==> config.mk <==
export PLATFORM = sky130hd
export DESIGN_NAME = sdt_serializer
export DESIGN_NICKNAME = d
export VERILOG_FILES = /design/src/sdt_pkg.sv /design/src/sdt_fifo.sv /design/src/sdt_serializer.sv
export SDC_FILE = /design/constraint.sdc
export NUM_CORES = 1
export LEC_CHECK = 0
export BUFFER_PORTS_ARGS = -buffer_cell sky130_fd_sc_hd__buf_2
export CORE_ASPECT_RATIO = 0.75
export CORE_MARGIN = 2
export CORE_UTILIZATION = 35
export DETAILED_ROUTE_END_ITERATION = 10
export SLEW_MARGIN = 40
export SYNTH_ARGS = -nofsm -noshare
export SYNTH_HDL_FRONTEND = slang
export SYNTH_SLANG_ARGS = --single-unit
==> constraint.sdc <==
create_clock -name clk_i -period 3 [get_ports clk_i]
set_input_delay 0.6 -clock clk_i [delete_from_list [all_inputs] [get_ports clk_i]]
set_output_delay 0.6 -clock clk_i [all_outputs]
set_load 0.02 [all_outputs]
==> src/sdt_pkg.sv <==
package sdt_pkg;
   localparam int          WORD_W        = 10;   // encoded word width
   localparam int          BITS_PER_CYC  = 2;    // ddr: two bits per half-bit-rate cycle
   localparam int          CYC_PER_WORD  = 5;    // word = five half-bit-rate cycles
   localparam int          BITCLK_RATIO  = 10;   // bit clock vs word clock
   localparam int          CLK_MULT      = 5;    // synthesizer multiply factor
   localparam int          FIFO_DEPTH    = 8;
   localparam int          REF_MHZ_SD    = 27;
   localparam int          REF_MHZ_360   = 36;
   localparam int          REF_MHZ_2X    = 54;
   localparam int          HALF_MHZ_SD   = REF_MHZ_SD * CLK_MULT;   // 135
   localparam int          HALF_MHZ_360  = REF_MHZ_360 * CLK_MULT;  // 180
   localparam int          FULL_MHZ_2X   = REF_MHZ_2X * CLK_MULT;   // 270
   localparam logic [2:0]  PHASE_LAST    = 3'h4;
   localparam logic [2:0]  PHASE_FIRST   = 3'h0;
   typedef enum logic [1:0] {
      SDT_IDLE = 2'b00,
      SDT_SHIFT = 2'b01
   } sdt_state_t;
endpackage

==> src/sdt_fifo.sv <==
`timescale 1ns/1ps
module sdt_fifo #(
   parameter int W = 10,
   parameter int D = 8
) (
   input  wire logic         clk_i,
   input  wire logic         rstn_i,
   input  wire logic [W-1:0] in_data_i,
   input  wire logic         in_valid_i,
   output logic              in_ready_o,
   output logic [W-1:0]      out_data_o,
   output logic              out_valid_o,
   input  wire logic         out_ready_i
);
   localparam int AW = $clog2(D);
   logic [W-1:0] mem_reg [D];
   logic [AW:0]  wr_reg;
   logic [AW:0]  rd_reg;
   logic [W-1:0] dout_reg;
   logic         dval_reg;
   wire          full_w  = (wr_reg[AW-1:0] == rd_reg[AW-1:0]) && (wr_reg[AW] != rd_reg[AW]);
   wire          empty_w = (wr_reg == rd_reg);
   wire          push_w  = in_valid_i && !full_w;
   // read into output register whenever it is empty or being drained
   wire          pop_w   = !empty_w && (!dval_reg || out_ready_i);
   assign in_ready_o  = !full_w;
   assign out_data_o  = dout_reg;
   assign out_valid_o = dval_reg;
   always_ff @(posedge clk_i) begin
      if (push_w) begin
         mem_reg[wr_reg[AW-1:0]] <= in_data_i;
      end
   end
   always_ff @(posedge clk_i or negedge rstn_i) begin
      if (!rstn_i) begin
         wr_reg   <= '0;
         rd_reg   <= '0;
         dout_reg <= '0;
         dval_reg <= 1'b0;
      end else begin
         if (push_w) wr_reg <= wr_reg + 1'b1;
         if (pop_w) begin
            rd_reg   <= rd_reg + 1'b1;
            dout_reg <= mem_reg[rd_reg[AW-1:0]];
            dval_reg <= 1'b1;
         end else if (out_ready_i) begin
            dval_reg <= 1'b0;
         end
      end
   end
endmodule

==> src/sdt_serializer.sv <==
`timescale 1ns/1ps
module sdt_serializer #(
   parameter int WORD_W     = sdt_pkg::WORD_W,
   parameter int FIFO_DEPTH = sdt_pkg::FIFO_DEPTH
) (
   input  wire logic              clk_i,
   input  wire logic              rstn_i,
   input  wire logic              word_clk_i,
   input  wire logic [WORD_W-1:0] word_data_i,
   input  wire logic              word_valid_i,
   output logic                   word_ready_o,
   output logic                   load_strobe_o,
   output logic                   underrun_o,
   output logic                   ddr_in_rise_o,
   output logic                   ddr_in_fall_o
);
   // clk_i is the synthesized half-bit-rate clock: word clock times five from
   // a single multiplier (135/180 MHz), or 54 MHz times five for 270 MHz;
   // two multipliers in series would stack their jitter
   logic              wclk_s1_reg;
   logic              wclk_s2_reg;
   logic              wclk_d_reg;
   logic [2:0]        phase_reg;
   logic              locked_reg;
   logic [WORD_W-1:0] shift_reg;
   logic              rise_reg;
   logic              fall_reg;
   logic              strobe_reg;
   logic              under_reg;
   sdt_pkg::sdt_state_t state_reg;
   wire [WORD_W-1:0]  fifo_data_w;
   wire               fifo_valid_w;

   wire wclk_rise_w  = wclk_s2_reg && !wclk_d_reg;
   // load two cycles after the word clock edge is first sampled, then free-run one in five
   wire load_w = wclk_rise_w || (locked_reg && (phase_reg == sdt_pkg::PHASE_LAST));
   wire pop_w  = load_w;
   // word captured on load; an empty fifo gives the all-zero fill word
   wire [WORD_W-1:0] load_word_w = fifo_valid_w ? fifo_data_w : '0;

   // words arrive upstream already scrambled and NRZI coded
   sdt_fifo #(
      .W (WORD_W),
      .D (FIFO_DEPTH)
   ) u_fifo (
      .clk_i       (clk_i),
      .rstn_i      (rstn_i),
      .in_data_i   (word_data_i),
      .in_valid_i  (word_valid_i),
      .in_ready_o  (word_ready_o),
      .out_data_o  (fifo_data_w),
      .out_valid_o (fifo_valid_w),
      .out_ready_i (pop_w)
   );

   always_ff @(posedge clk_i or negedge rstn_i) begin
      if (!rstn_i) begin
         wclk_s1_reg <= 1'b0;
         wclk_s2_reg <= 1'b0;
         wclk_d_reg  <= 1'b0;
      end else begin
         wclk_s1_reg <= word_clk_i;
         wclk_s2_reg <= wclk_s1_reg;
         wclk_d_reg  <= wclk_s2_reg;
      end
   end

   // phase counter: five half-bit-rate cycles equal ten bit times per word
   always_ff @(posedge clk_i or negedge rstn_i) begin
      if (!rstn_i) begin
         phase_reg  <= sdt_pkg::PHASE_FIRST;
         locked_reg <= 1'b0;
      end else if (load_w) begin
         phase_reg  <= sdt_pkg::PHASE_FIRST;
         locked_reg <= 1'b1;
      end else begin
         phase_reg  <= phase_reg + 3'h1;
      end
   end

   always_ff @(posedge clk_i or negedge rstn_i) begin
      if (!rstn_i) begin
         state_reg  <= sdt_pkg::SDT_IDLE;
         shift_reg  <= '0;
         rise_reg   <= 1'b0;
         fall_reg   <= 1'b0;
         strobe_reg <= 1'b0;
         under_reg  <= 1'b0;
      end else begin
         strobe_reg <= load_w;
         if (load_w) begin
            // empty fifo sends zeros; a stalled link is worse than a bad word
            shift_reg <= load_word_w;
            under_reg <= !fifo_valid_w;
            state_reg <= sdt_pkg::SDT_SHIFT;
         end else begin
            shift_reg <= shift_reg >> sdt_pkg::BITS_PER_CYC;
         end
         unique case (state_reg)
            sdt_pkg::SDT_IDLE: begin
               // the very first load must already launch its first pair
               fall_reg <= load_w ? load_word_w[0] : 1'b0;
               rise_reg <= load_w ? load_word_w[1] : 1'b0;
            end
            sdt_pkg::SDT_SHIFT: begin
               // lsb goes to the input launched first in the period
               fall_reg <= load_w ? load_word_w[0] : shift_reg[2];
               rise_reg <= load_w ? load_word_w[1] : shift_reg[3];
            end
         endcase
      end
   end

   assign load_strobe_o = strobe_reg;
   assign underrun_o    = under_reg;
   assign ddr_in_rise_o = rise_reg;
   assign ddr_in_fall_o = fall_reg;
endmodule

==> impl_metrics.csv <==
group,metric,value,unit
run_status,status,"complete, no violations",
grt,grt_max_degree,24,
route,vias_per_cell,4.823,
floorplanning,boundaryPins,19,
worst_setup_path,cp.required,2.40,ns
grt,grt_pass1_wl,13430,um
route,drc,0,
sta,finalCritPeriodShare,80.00,%
clock_tree,cts_post_setup_buffers_inserted,0,
place,dpl.hpwl,5063,um
route,first_iter_violations,146,
worst_setup_path,cp-start-kind,"flop",
final_layout,fin_nets,309,
clock_tree,cts_sinks,118,
synth,ys.flop_type,"edfxtp_1",
final_layout,largest_reg_flops,80,
synth,syn_inst,259,
synth,async_reset_ff_share,32.20,%
sta,hold_viol,0,
sta,drv_slew,0,
worst_setup_path,r2r_setup_slack,0.93,ns
place,place_area,4938,um2
grt,grt_remaining_overflow,0,
sta,hold_ws,0.1243,ns
synth,synth_xor_area_share,2.078,%
synth,synth_fa_ha_area_share,1.079,%
final_layout,area_growth_syn_to_layout,19.19,%
sta,rsz0062_at_grt,"false",
synth,synth_mux_area_share,13.79,%
sta,fmax,416.6,MHz
floorplanning,rows,36,
place,port_buffers,18,
synth,netlist_top_cells_count,"80 x edfxtp_1, 38 x dfrtp_1, 16 x nand2_1, 16 x nand3_1, 11 x mux4_1",
route,vias,2291,
synth,synthMostInstantiatedCell,"edfxtp_1",
floorplanning,die_h,103.7,um
sta,setup_tns,0,ns
flow_run,cap_viol_max_count,0,
synth,synth_area,4637,um2
worst_setup_path,end_kind,"output pin",
synth,synth_seq_cells,118,
clock_tree,cts_root_buf,"clkbuf_16",
synth,syn_avg_cell_area,17.90,um2
power_and_ir_drop,power.leakage,2.066,nW
place,place.gp.congestion,0.6888,
final_layout,ff_latch_area,3353,um2
clock_tree,cts_made_buffers,17,
worst_setup_path,crit_type,"reg -> out",
grt,antenna_found_initial,0,
clock_tree,cts_max_path_buffers,2,
power_and_ir_drop,ir_drop,0.5136,mV
route,drtAntennaViolNets,0,
final_layout,multiInputGateArea,1179,um2
synth,synth-compound-area-share,2.240,%
sta,setup_viol,0,
sta,worst_pin_slew,0.7710,ns
synth,synthSimpleGateAreaFrac,6.017,%
clock_tree,hold_buffers,0,
synth,synth_top_cell_area_share,51.81,%
synth,yosys_warnings,0,
final_layout,diodes,0,
grt,grt_usage,13.36,%
final_layout,post-route-cell-area,5527,um2
route,wl_per_cell,17.65,um
synth,synth_top_family_by_area,"multiplexers",
route,dr.pass1.iters,4,
worst_setup_path,worstPathArrival,1.80,ns
final_layout,drive_gt1_share,25.33,%
clock_tree,clk_latency,0.40,ns
route,wl,8383,um
synth,synth_cell_types,29,
synth,yosysTopAreaCell,"edfxtp_1",
power_and_ir_drop,power.total,0.005814,W
synth,synth.area.top_cells,"edfxtp_1 52%, dfrtp_1 21%, mux4_1 6.2%, mux4_2 4.4%, mux2i_1 1.7%",
sta,finalCriticalPeriod,2.400,ns
clock_tree,htreeDepth,4,
floorplanning,core_area,12970,um2
floorplanning,die_area,14190,um2
grt,grt_pass1_vias,2404,
sta,skew,0.006708,ns
floorplanning,die_width,136.9,um
clock_tree,cts_tree,"done",
synth,synth_nets,277,
floorplanning,initial_core_util,35.74,%
final_layout,fillCellCount,1177,
clock_tree,cts_resized,0,
worst_setup_path,worst-path-max-fanout,8,
clock_tree,path_clk_slew,0.05,ns
synth,synth_edf_count,80,
sta,slew_headroom,47.93,%
synth,ys_seq_area_share,72.32,%
worst_hold_path,hold_class,"in -> async",
power_and_ir_drop,powerDensity,1052,nW/um2
final cells by class:
class                           instances  share of cell area, %
Inverter                                4                 0.2717
Clock inverter                         15                  2.943
Clock buffer                           17                  7.698
Tap cell                              171                  3.871
Timing Repair Buffer                   27                  3.215
Multi-Input combinational cell        123                  21.33
Sequential cell                       118                  60.67
placed cells by master (no fill, tap or decap), types with 3 or more instances in the layout:
cell        Yosys  layout
clkinv_2        0       3
and3_1          5       5
a21oi_1         9       9
mux2i_1         8       8
nand3_1        16      16
nor2_2          0       4
mux4_2          9       9
buf_4           1       8
clkinv_1        0       3
mux4_1         11      11
nand2b_1        5       5
ha_1            4       4
inv_1           4       4
clkinvlp_4      0       5
nor2_1          8       4
nor3_1          3       3
mux2_2          6       6
clkbuf_16       0      17
buf_2           3      18
xor2_1          4       4
edfxtp_1       80      80
nand2_1        16      16
dfrtp_1        38      38
a31oi_1         8       8
bufinv_16       0       3
xnor2_1         7       7
kinds of logic (layout without fill, tap and decap cells):
logic type,Yosys count,after routing
compound gates,18,18
xor+xnor,11,11
fa+ha+maj,4,4
buf+inv,18,63
flops,118,118
mux,34,34
simple gates,56,56
worst max-delay path, stage by stage (launching register included):
cell and delay [ns]:
dfrtp_1 0.46, xor2_1 0.20, or4_4 0.56, buf_2 0.18
routing by layer:
layer	track usage [%]	vias to the layer above	share of wire, %
met4	6.922	0	1.6
met1	18.26	1163	49
met5	0	-	0
met2	19.14	45	46
met3	4.112	11	3.3
li1	-	1072	-
power breakdown:
part	leakage, nW	internal (W)	switching [W]
sequential	1.17	0.00215	0.000166
combinational	0.621	0.000677	0.000845
clock	0.273	0.00129	0.000689
total	2.07	0.00411	0.00170
final timing paths:
kind                                             end        startpoint  cells past startpoint
worst max-delay path                    word_ready_o  u_fifo.wr_reg[1]                      3
worst min-delay path                   ddr_in_rise_o            rstn_i                      1
worst max register to register  u_fifo.mem_reg[2][9]  u_fifo.wr_reg[0]                      4
worst min register to register           wclk_s2_reg       wclk_s1_reg                      0
max in group asynchronous       u_fifo.out_data_o[7]            rstn_i                      2
min in group clk_i                       wclk_s1_reg        word_clk_i                      1
through the flow:
stage	worst slack, ns	utilization, %	std cells
3_5_place_dp	0.9220	38.07	443
5_1_grt	0.5570	42.60	475
2_1_floorplan	0.8081	-	259
4_1_cts	0.5902	42.60	475
3_3_place_gp	0.7723	37.78	442
6_report	0.5999	42.60	475
Power figures use the tool's default switching activity.
